## src/stx_pkg.sv

```systemverilog
// Shared constants and types for the skip, table-read and exclusive-or
// execution group.
// Assumes the core's fetch/decode stage hands over one decoded operation
// at a time on the same clock.
package stx_pkg;

  // ******************************************************************
  // widths
  // ******************************************************************
  localparam int unsigned DATA_W = 8;
  localparam int unsigned WORD_W = 16;
  localparam int unsigned NIB_W = 4;
  localparam int unsigned BIT_SEL_W = 3;
  localparam int unsigned OFFSET_W = 8;
  localparam int unsigned REG_ADDR_W = 8;

  // ******************************************************************
  // register map, byte addresses
  // ******************************************************************
  localparam logic [7:0] ADDR_ACC = 8'h00;
  localparam logic [7:0] ADDR_STATUS = 8'h04;
  localparam logic [7:0] ADDR_TABLE_OFFSET = 8'h08;
  localparam logic [7:0] ADDR_TABLE_PAGE = 8'h0C;
  localparam logic [7:0] ADDR_TABLE_HIGH = 8'h10;

  localparam int unsigned STATUS_ZERO_BIT = 0;
  localparam int unsigned STATUS_BUSY_BIT = 1;
  localparam logic [7:0] RESET_BYTE = 8'h00;
  localparam logic [7:0] ZERO_BYTE = 8'h00;

  // ******************************************************************
  // decoded operations and sequencer states
  // ******************************************************************
  typedef enum logic [3:0] {
    OP_NONE,
    OP_SWAP_ACC,
    OP_SKIP_ZERO,
    OP_SKIP_ZERO_COPY,
    OP_SKIP_BIT_ZERO,
    OP_TABLE_GIVEN,
    OP_TABLE_CURRENT,
    OP_TABLE_LAST,
    OP_XOR_ACC,
    OP_XOR_MEM,
    OP_XOR_IMM
  } stx_op_t;

  typedef enum logic [1:0] {
    ST_IDLE,
    ST_DUMMY,
    ST_TABLE_FETCH,
    ST_TABLE_STORE
  } stx_state_t;

endpackage

```

## src/stx_alu.sv

```systemverilog
// Combinational result unit for the group: nibble swap, zero tests,
// bit test and the three exclusive-or forms.
// Assumes operands are stable in the cycle the sequencer accepts them.
`timescale 1ns/1ps
module stx_alu (
  // decoded operation
  input wire stx_pkg::stx_op_t op,
  input wire logic [7:0] acc_in,
  input wire logic [7:0] operand,
  input wire logic [7:0] imm,
  input wire logic [2:0] bit_sel,
  // results
  output logic [7:0] result,
  output logic result_zero,
  output logic skip_taken,
  output logic writes_acc,
  output logic writes_mem,
  output logic writes_zero,
  output logic is_table
);

  always_comb begin
    result = acc_in;
    skip_taken = 1'b0;
    writes_acc = 1'b0;
    writes_mem = 1'b0;
    writes_zero = 1'b0;
    is_table = 1'b0;
    case (op)
      stx_pkg::OP_SWAP_ACC: begin
        result = {operand[stx_pkg::NIB_W-1:0],
                  operand[stx_pkg::DATA_W-1:stx_pkg::NIB_W]};
        writes_acc = 1'b1;
      end
      stx_pkg::OP_SKIP_ZERO: begin
        skip_taken = (operand == stx_pkg::ZERO_BYTE);
      end
      stx_pkg::OP_SKIP_ZERO_COPY: begin
        result = operand;
        writes_acc = 1'b1;
        skip_taken = (operand == stx_pkg::ZERO_BYTE);
      end
      stx_pkg::OP_SKIP_BIT_ZERO: begin
        skip_taken = ~operand[bit_sel];
      end
      stx_pkg::OP_TABLE_GIVEN,
      stx_pkg::OP_TABLE_CURRENT,
      stx_pkg::OP_TABLE_LAST: begin
        is_table = 1'b1;
      end
      stx_pkg::OP_XOR_ACC: begin
        result = acc_in ^ operand;
        writes_acc = 1'b1;
        writes_zero = 1'b1;
      end
      stx_pkg::OP_XOR_MEM: begin
        result = acc_in ^ operand;
        writes_mem = 1'b1;
        writes_zero = 1'b1;
      end
      stx_pkg::OP_XOR_IMM: begin
        result = acc_in ^ imm;
        writes_acc = 1'b1;
        writes_zero = 1'b1;
      end
      default: begin
        result = acc_in;
      end
    endcase
  end

  assign result_zero = (result == stx_pkg::ZERO_BYTE);

endmodule // stx_alu

```

## src/stx_exec.sv

```systemverilog
// Execution sequencer for nibble swap, zero skips, table reads and
// exclusive-or, with accumulator, zero flag and table pointers.
// Assumes the core holds the data memory address steady until exec_done
// and that program memory answers one cycle after pm_rd.
//
// Decided for this implementation: the register addresses and the plain strobed port.
`timescale 1ns/1ps
module stx_exec #(
  parameter int unsigned PM_ADDR_W = 16
) (
  // clock and reset
  input wire logic sys_clk,
  input wire logic resetn,
  // register port
  input wire logic [7:0] reg_addr,
  input wire logic [7:0] reg_wdata,
  input wire logic reg_wr,
  input wire logic reg_rd,
  output logic [7:0] reg_rdata,
  // decoded instruction
  input wire logic exec_strobe,
  input wire logic [3:0] exec_op,
  input wire logic [7:0] exec_operand,
  input wire logic [2:0] exec_bit,
  input wire logic [7:0] exec_imm,
  input wire logic [PM_ADDR_W-9:0] cur_page,
  // core state and sequencing
  output logic [7:0] acc,
  output logic zero_flag,
  output logic busy,
  output logic skip_dummy,
  output logic exec_done,
  // data memory write
  output logic dm_we,
  output logic [7:0] dm_wdata,
  // program memory
  output logic pm_rd,
  output logic [PM_ADDR_W-1:0] pm_addr,
  input wire logic [15:0] pm_data,
  output logic [7:0] table_high_latch
);

  localparam int unsigned PAGE_W = PM_ADDR_W - stx_pkg::OFFSET_W;

  // ******************************************************************
  // elaboration checks
  // ******************************************************************
  // page pointer must exist and fit the 8-bit register port
  if (PM_ADDR_W <= stx_pkg::OFFSET_W || PM_ADDR_W > stx_pkg::WORD_W) begin
    $error("PM_ADDR_W must be 9 to 16");
  end

  // ******************************************************************
  // declarations
  // ******************************************************************
  stx_pkg::stx_op_t op;
  stx_pkg::stx_state_t state;
  stx_pkg::stx_state_t next_state;
  logic [7:0] table_offset_pointer;
  logic [PAGE_W-1:0] table_page_pointer;
  logic [7:0] alu_result;
  logic alu_zero;
  logic skip_taken;
  logic writes_acc;
  logic writes_mem;
  logic writes_zero;
  logic is_table;
  logic accept;
  logic [PAGE_W-1:0] next_page;

  assign op = stx_pkg::stx_op_t'(exec_op);
  // strobes during a multi-cycle operation are ignored
  assign accept = exec_strobe && (state == stx_pkg::ST_IDLE);

  stx_alu u_alu (
    .op(op),
    .acc_in(acc),
    .operand(exec_operand),
    .imm(exec_imm),
    .bit_sel(exec_bit),
    .result(alu_result),
    .result_zero(alu_zero),
    .skip_taken(skip_taken),
    .writes_acc(writes_acc),
    .writes_mem(writes_mem),
    .writes_zero(writes_zero),
    .is_table(is_table)
  );

  // ******************************************************************
  // sequencer
  // ******************************************************************
  always_comb begin
    next_state = state;
    case (state)
      stx_pkg::ST_IDLE: begin
        if (accept && is_table) begin
          next_state = stx_pkg::ST_TABLE_FETCH;
        end else if (accept && skip_taken) begin
          next_state = stx_pkg::ST_DUMMY;
        end
      end
      stx_pkg::ST_DUMMY: begin
        next_state = stx_pkg::ST_IDLE;
      end
      stx_pkg::ST_TABLE_FETCH: begin
        next_state = stx_pkg::ST_TABLE_STORE;
      end
      stx_pkg::ST_TABLE_STORE: begin
        next_state = stx_pkg::ST_IDLE;
      end
      default: begin
        next_state = stx_pkg::ST_IDLE;
      end
    endcase
  end

  always_ff @(posedge sys_clk) begin
    if (!resetn) begin
      state <= stx_pkg::ST_IDLE;
      busy <= 1'b0;
    end else begin
      state <= next_state;
      busy <= (next_state != stx_pkg::ST_IDLE);
    end
  end

  // the dummy cycle stands in for the skipped instruction's fetch slot
  always_ff @(posedge sys_clk) begin
    if (!resetn) begin
      skip_dummy <= 1'b0;
      exec_done <= 1'b0;
    end else begin
      skip_dummy <= accept && skip_taken;
      exec_done <= (accept && !is_table && !skip_taken)
                   || (state == stx_pkg::ST_DUMMY)
                   || (state == stx_pkg::ST_TABLE_STORE);
    end
  end

  // ******************************************************************
  // accumulator and zero flag
  // ******************************************************************
  // an executing instruction wins over a software write in the same cycle
  always_ff @(posedge sys_clk) begin
    if (!resetn) begin
      acc <= stx_pkg::RESET_BYTE;
    end else if (accept && writes_acc) begin
      acc <= alu_result;
    end else if (reg_wr && reg_addr == stx_pkg::ADDR_ACC) begin
      acc <= reg_wdata;
    end
  end

  always_ff @(posedge sys_clk) begin
    if (!resetn) begin
      zero_flag <= 1'b0;
    end else if (accept && writes_zero) begin
      zero_flag <= alu_zero;
    end else if (reg_wr && reg_addr == stx_pkg::ADDR_STATUS) begin
      zero_flag <= reg_wdata[stx_pkg::STATUS_ZERO_BIT];
    end
  end

  // ******************************************************************
  // table pointers and program memory access
  // ******************************************************************
  always_ff @(posedge sys_clk) begin
    if (!resetn) begin
      table_offset_pointer <= stx_pkg::RESET_BYTE;
      table_page_pointer <= '0;
    end else if (reg_wr && reg_addr == stx_pkg::ADDR_TABLE_OFFSET) begin
      table_offset_pointer <= reg_wdata;
    end else if (reg_wr && reg_addr == stx_pkg::ADDR_TABLE_PAGE) begin
      table_page_pointer <= reg_wdata[PAGE_W-1:0];
    end
  end

  always_comb begin
    if (op == stx_pkg::OP_TABLE_CURRENT) begin
      next_page = cur_page;
    end else if (op == stx_pkg::OP_TABLE_LAST) begin
      next_page = '1;
    end else begin
      next_page = table_page_pointer;
    end
  end

  always_ff @(posedge sys_clk) begin
    if (!resetn) begin
      pm_rd <= 1'b0;
      pm_addr <= '0;
    end else begin
      pm_rd <= accept && is_table;
      if (accept && is_table) begin
        pm_addr <= {next_page, table_offset_pointer};
      end
    end
  end

  // program word arrives in the store state; split it there
  always_ff @(posedge sys_clk) begin
    if (!resetn) begin
      table_high_latch <= stx_pkg::RESET_BYTE;
    end else if (state == stx_pkg::ST_TABLE_STORE) begin
      table_high_latch <=
        pm_data[stx_pkg::WORD_W-1:stx_pkg::DATA_W];
    end
  end

  // ******************************************************************
  // data memory write-back
  // ******************************************************************
  always_ff @(posedge sys_clk) begin
    if (!resetn) begin
      dm_we <= 1'b0;
      dm_wdata <= stx_pkg::RESET_BYTE;
    end else if (state == stx_pkg::ST_TABLE_STORE) begin
      dm_we <= 1'b1;
      dm_wdata <= pm_data[stx_pkg::DATA_W-1:0];
    end else begin
      dm_we <= accept && writes_mem;
      if (accept && writes_mem) begin
        dm_wdata <= alu_result;
      end
    end
  end

  // ******************************************************************
  // register read port
  // ******************************************************************
  always_ff @(posedge sys_clk) begin
    if (!resetn) begin
      reg_rdata <= stx_pkg::RESET_BYTE;
    end else if (!reg_rd) begin
      reg_rdata <= stx_pkg::RESET_BYTE;
    end else if (reg_addr == stx_pkg::ADDR_ACC) begin
      reg_rdata <= acc;
    end else if (reg_addr == stx_pkg::ADDR_STATUS) begin
      reg_rdata <= stx_pkg::RESET_BYTE;
      reg_rdata[stx_pkg::STATUS_ZERO_BIT] <= zero_flag;
      reg_rdata[stx_pkg::STATUS_BUSY_BIT] <= busy;
    end else if (reg_addr == stx_pkg::ADDR_TABLE_OFFSET) begin
      reg_rdata <= table_offset_pointer;
    end else if (reg_addr == stx_pkg::ADDR_TABLE_PAGE) begin
      reg_rdata <= 8'(table_page_pointer);
    end else if (reg_addr == stx_pkg::ADDR_TABLE_HIGH) begin
      reg_rdata <= table_high_latch;
    end else begin
      reg_rdata <= stx_pkg::RESET_BYTE;
    end
  end

  // ******************************************************************
  // checks
  // ******************************************************************
  logic [7:0] h_operand;
  logic [7:0] h_acc;
  logic [7:0] h_imm;
  logic [7:0] h_offset;
  logic [PAGE_W-1:0] h_page;
  logic [PAGE_W-1:0] h_cur_page;
  logic [15:0] h_pm;

  always_ff @(posedge sys_clk) begin
    h_operand <= exec_operand;
    h_acc <= acc;
    h_imm <= exec_imm;
    h_offset <= table_offset_pointer;
    h_page <= table_page_pointer;
    h_cur_page <= cur_page;
    h_pm <= pm_data;
  end
endmodule // stx_exec

```

## config.mk

```make
export PLATFORM = sky130hd
export DESIGN_NAME = stx_exec
export DESIGN_NICKNAME = d
export VERILOG_FILES = /design/src/stx_pkg.sv /design/src/stx_alu.sv /design/src/stx_exec.sv
export SDC_FILE = /design/constraint.sdc
export NUM_CORES = 1
export LEC_CHECK = 0
export BUFFER_PORTS_ARGS = -buffer_cell sky130_fd_sc_hd__buf_2
export CORE_ASPECT_RATIO = 0.5
export CORE_MARGIN = 5
export CORE_UTILIZATION = 40
export DETAILED_ROUTE_END_ITERATION = 10
export PLACE_DENSITY = 0.75
export SETUP_SLACK_MARGIN = 0.05
export SLEW_MARGIN = 20
export SYNTH_ARGS = -nofsm -noshare
export SYNTH_HDL_FRONTEND = slang
export SYNTH_SLANG_ARGS = --single-unit
```

## constraint.sdc

```tcl
create_clock -name sys_clk -period 5.3 [get_ports sys_clk]
set_input_delay 0.265 -clock sys_clk [delete_from_list [all_inputs] [get_ports sys_clk]]
set_output_delay 0.265 -clock sys_clk [all_outputs]
set_load 0.01 [all_outputs]
```

# Word-level counts from Yosys, hierarchy flattened
# Cells that the tools add are included.
[word_totals] wordCells=93 out_inout_bits=54 register_bits=72
[op_classes] mux=25 bitwise_logic=4 n_lt_le_gt_ge=1 n_eq_ne=17 reduce_logical=32
[op_table] operator="$mux W8" n=11
[op_table] operator="$pmux W8 S4" n=1
[op_table] operator="$logic_not A8 Y1" n=3
[op_table] operator="$eq A4 B3 Y1 const B" n=4
[op_table] operator="$eq A8 B4 Y1 const B" n=2
[op_table] operator="$xor A8 B8 Y8" n=2
[op_table] operator="$eq A4 B4 Y1 const B" n=3
[op_table] operator="$logic_and A1 B1 Y1" n=12
[op_table] operator="$eq A4 B2 Y1 const B" n=2
[op_table] operator="$eq A8 B3 Y1 const B" n=1
[op_table] operator="$eq A8 B5 Y1 const B" n=1
[op_table] operator="$mux W1" n=8
[op_table] operator="$reduce_bool A2 Y1" n=4
[op_table] operator="$pmux W2 S3" n=1
[op_table] operator="$reduce_or A2 Y1" n=3
[op_table] operator="$reduce_or A3 Y1" n=2
[op_table] operator="$eq A2 B2 Y1 const B" n=2
[op_table] operator="$eq A4 B1 Y1 const B" n=1
[op_table] operator="$lt A3 B4 Y1 const B" n=1
[op_table] operator="$mux W2" n=2
[op_table] operator="$reduce_and A2 Y1" n=2
[op_table] operator="$reduce_or A4 Y1" n=1
[op_table] operator="$bmux W1 S3" n=1
[op_table] operator="$eq A2 B1 Y1 const B" n=1
[op_table] operator="other kinds (5)" n=8

# Logic depth before layout (Yosys ltp)
[logic_depth] ltp_word=9 mapped_depth=8

# Cells and area by module
# A second synthesis with hierarchy kept.
[unflattened] hier_cells=468 hier_area_um2=3926.3
[modules_own_cells] module="stx_exec" n_inst=1 area_per_inst_um2=3189.3 cells_each=364
[modules_own_cells] module="stx_alu" n_inst=1 area_per_inst_um2=737.0 cells_each=104

# Least setup slack after synthesis
# Ideal clock, no wire load.
[synth_timing] path_type="input -> register" start="input exec_op[0]" end="register zero_flag" required_time_ns=5.213 cell_stages=7 path_buffers=1 slack_ns=3.366 setup_time_ns=0.087 arrival_ns=1.847 path_cell_list="nor4bb_1 buf_2 mux2_1 a2111oi_1 a211o_1 nand3_1 o31ai_1"
[synth_via] elab_chain_len=5
[synth_rtl] element="from (decl)" line_no="stx_exec.sv:22" rtl="input wire logic [3:0] exec_op,"
[synth_rtl] element="$eq A4 B4 Y1" line_no="stx_alu.sv:29" rtl="case (op)"
[synth_rtl] element="$reduce_or A2 Y1 (no source line) or $reduce_or A3 Y1 (tied branches)"
[synth_rtl] element="$pmux W8 S4 or $mux W1 (tied branches)" line_no="stx_alu.sv:29"
[synth_rtl] element="$logic_not A8 Y1 or $logic_and A1 B1 Y1 (tied branches)" line_no="stx_alu.sv:72, stx_exec.sv:158"
[synth_rtl] element="$mux W1 or $reduce_bool A2 Y1 (tied branches)"
[synth_rtl] element="to (signal assigned)" line_no="stx_exec.sv:159" rtl="zero_flag <= alu_zero;"
[synth_rtl] element="to (signal assigned)" line_no="stx_exec.sv:161" rtl="zero_flag <= reg_wdata[stx_pkg::STATUS_ZERO_BIT];"
[synth_rtl] element="to (decl)" line_no="stx_exec.sv:29" rtl="output logic zero_flag,"
# Several ways; a longest one is shown, not always the timed one.
# A chain may end at the register's enable or synchronous reset.

# Worst setup path in the final report
[layout_timing] start="input reg_addr[1]" end="register acc[6]"
[layout_via] elab_chain_len=3
[layout_rtl] element="from (decl)" line_no="stx_exec.sv:15" rtl="input wire logic [7:0] reg_addr,"
[layout_rtl] element="$logic_not A8 Y1" line_no="stx_exec.sv:150" rtl="end else if (reg_wr && reg_addr == stx_pkg::ADDR_ACC) begin"
[layout_rtl] element="$logic_and A1 B1 Y1" line_no="stx_exec.sv:150"
[layout_rtl] element="$reduce_bool A2 Y1 (no source line)"
[layout_rtl] element="to (signal assigned)" line_no="stx_exec.sv:147" rtl="acc <= stx_pkg::RESET_BYTE;"
[layout_rtl] element="to (signal assigned)" line_no="stx_exec.sv:149" rtl="acc <= alu_result;"
[layout_rtl] element="to (signal assigned)" line_no="stx_exec.sv:151" rtl="acc <= reg_wdata;"
[layout_rtl] element="to (decl)" line_no="stx_exec.sv:28" rtl="output logic [7:0] acc,"
# No other way between the ends.

==> flow_metrics.tcl <==
set metrics [dict create \
    status "finished, final reports clean" \
    gr-usage-all-layers_pct 19.80 \
    syn_area_sq_um 3840 \
    use_met1_pct 28.03 \
    cts.sinks 72 \
    gp_congestion 0.8838 \
    maxSlewHeadroom_pct 37.63 \
    met3_usage_pct 4.390 \
    place_area_sq_um 4457 \
    fin_nets 631 \
    final_util_pct 50.59 \
    hold_start "pm_data[15]" \
    p_per_area_nw_per_um2 279.4 \
    clockBufferDepth 2 \
    drive_gt1_share_pct 27.34 \
    vias 3827 \
    cts_made_buffers 9 \
    core_sq_um 9415 \
    hold_class "in2reg" \
    cts_resized 0 \
    synth_cells 465 \
    crit_type "in2reg" \
    register_area_sq_um 1441 \
    fin_crit_sh_pct 41.48 \
    hpwl_um 8831 \
    yosysSeqAreaShare_pct 37.54 \
    post_cts_buffers 0 \
    async_reset_ff_share_pct 0 \
    use_met2_pct 30.83 \
    wl_per_cell_um 16.59 \
    grt_pass1_wl_um 18510 \
    io_buffers 121 \
    synth_nets 533 \
    die_h_um 79.28 \
    diodes 0 \
    path_cells "buf_2 -> or4_1 -> nor4_4 -> nand2_2 -> nand2_1 -> nand3_1 -> and3_1" \
    antenna_found_initial 0 \
    multi_input_area_sq_um 2211 \
    syn_area_per_cell_sq_um 8.258 \
    critPathArrivalTime_ps 2420 \
    r2r-start "state[0]" \
    drt_iter0_drc 381 \
    period_minus_slack_ps 2198 \
    hold_buffers 0 \
    start_kind "input pin" \
    startpoint "reg_addr[1]" \
    dr.pass1.iters 6 \
    root_buffer "clkbuf_16" \
    rsz0062_at_grt "false" \
    power_uw 1331 \
    design.die.area_sq_um 11780 \
    slew_violations 0 \
    crit_path_top_delay_cell "nor4_4" \
    grt_max_degree 65 \
    detail-route-antenna-nets 0 \
    clock_latency_ps 330 \
    cp_num_buf_inv 1 \
    io_pins 122 \
    ys_types 63 \
    yosys_warnings 0 \
    overflow 0 \
    wl_um 11650 \
    start_util_pct 40.78 \
    clkTransAtPathRegs_ps 50 \
    ir_worst_vdd_uv 159.0 \
    vias_per_cell 5.452 \
    critical_path.top_delay_family "simple AND/OR/NAND/NOR gates" \
    num_rows 25 \
    tns_ps 0 \
    required_ps 5530 \
    hold_viol 0 \
    fin_skew_ps 6.192 \
    stdcell_area_sq_um 4763 \
    clock.fmax_mhz 454.9 \
    tightest_slew_ps 931.1 \
    drc 0 \
    cts_tree "built" \
    die_x_um 148.6 \
    p_leak_uw 0.001941 \
    synth_edf_count 0 \
    top_usage_layer "met2" \
    synthFlopType "dfxtp_1" \
    crit_fanout 17 \
    slowest_delay_ps 750 \
    area_growth_pct 24.05 \
    htreeDepth 3 \
    cp-end-kind "register" \
    ys_ff_latch 72 \
    num-fill-cells 911 \
    grt_pass1_vias 3439 \
    setup_violations 0 \
    cap_viol_max_count 0 \
]
[registers in the layout, summed over array words and instances (netlist names)]
register and flops:
busy 1, state 2, reg_rdata 8, acc 8, zero_flag 1, table_high_latch 8, dm_wdata 8, table_page_pointer 8
pm_rd 1, pm_addr 16, exec_done 1, table_offset_pointer 8, dm_we 1, skip_dummy 1
[metrics by stage]
step	hold slack, ps	cells	setup slack (ps)
floorplan	409.9	465	3366
global placement	450.6	687	2845
detailed placement	456.6	687	2797
CTS	177.3	702	3133
global route	183.0	702	2936
finish	181.9	702	3102
[final timing paths]
check | cells after the start | slack, ps | end
worst max-delay path | 7 | 3100 | acc[6]
worst min-delay path | 3 | 180 | table_high_latch[7]
worst max register to register | 5 | 3270 | dm_wdata[0]
worst min register to register | 2 | 460 | pm_addr[3]
[Yosys cell counts, types with 6 or more instances]
library cell  count  area [sq um]
a21boi_0         28         210.2
a21boi_1         13         97.59
a21oi_1          14         70.07
a222oi_1          8         80.08
a22oi_1           8         60.06
and2_1           10         62.56
and3_1            9         56.30
buf_2            12         60.06
clkbuf_1         16         60.06
dfxtp_1          72          1441
inv_1             6         22.52
mux2_2            6         67.56
nand2_1          98         367.9
nand3_1          35         175.2
nor2_1           14         52.55
o211ai_1          9         67.56
o21ai_0          12         60.06
o21bai_1          7         52.55
[metal layers]
metal	up-vias	share of wire [%]	routed length, um
met5	-	0	0
met4	0	0.93	108
met3	12	7.9	922
met2	155	45	5297
met1	1774	46	5318
li1	1886	-	-
[layout make-up]
class,count,area share [%]
sequential,72,30.26
clock inverter,3,0.8406
tap,135,3.546
timing repair buffer,122,12.87
inverter,6,0.4728
multi-input combinational,352,46.41
clock buffer,12,5.595
[cell families after synthesis]
logic type / synth area share [%]
buffers and inverters: 4.888
and+or+nand+nor: 28.41
DFF: 37.54
muxes: 4.268
xor gates and xnor gates: 0.2281
AOI/OAI and AO/OA: 24.67
[cell usage in the layout (no fill, tap or decap), types with 5 or more instances in the layout]
cell / instances
a22oi_1: 8
and3_1: 9
nor2_1: 14
clkbuf_16: 9
a222oi_1: 8
nand3_1: 35
mux2_2: 6
o21ai_0: 12
a21boi_0: 28
a21oi_1: 14
or3b_1: 5
o2bb2ai_1: 5
nand2_1: 98
o21bai_1: 7
buf_2: 121
and2_1: 10
a21boi_1: 13
nor2b_1: 5
inv_1: 6
dfxtp_1: 72
o211ai_1: 9
[worst register-to-register path, cell delays in order (launching register included)]
cell	delay [ps]
dfxtp_1	330
and2_1	390
a31oi_1	800
a22oi_1	190
o21ai_0	130
and2_1	140
[report_power, final]
part	switching, uW	internal (uW)	total (uW)
combinational	87.5	64.7	152
sequential	10.1	549	559
clock	221	398	619
Power figures use the tool's default switching activity.
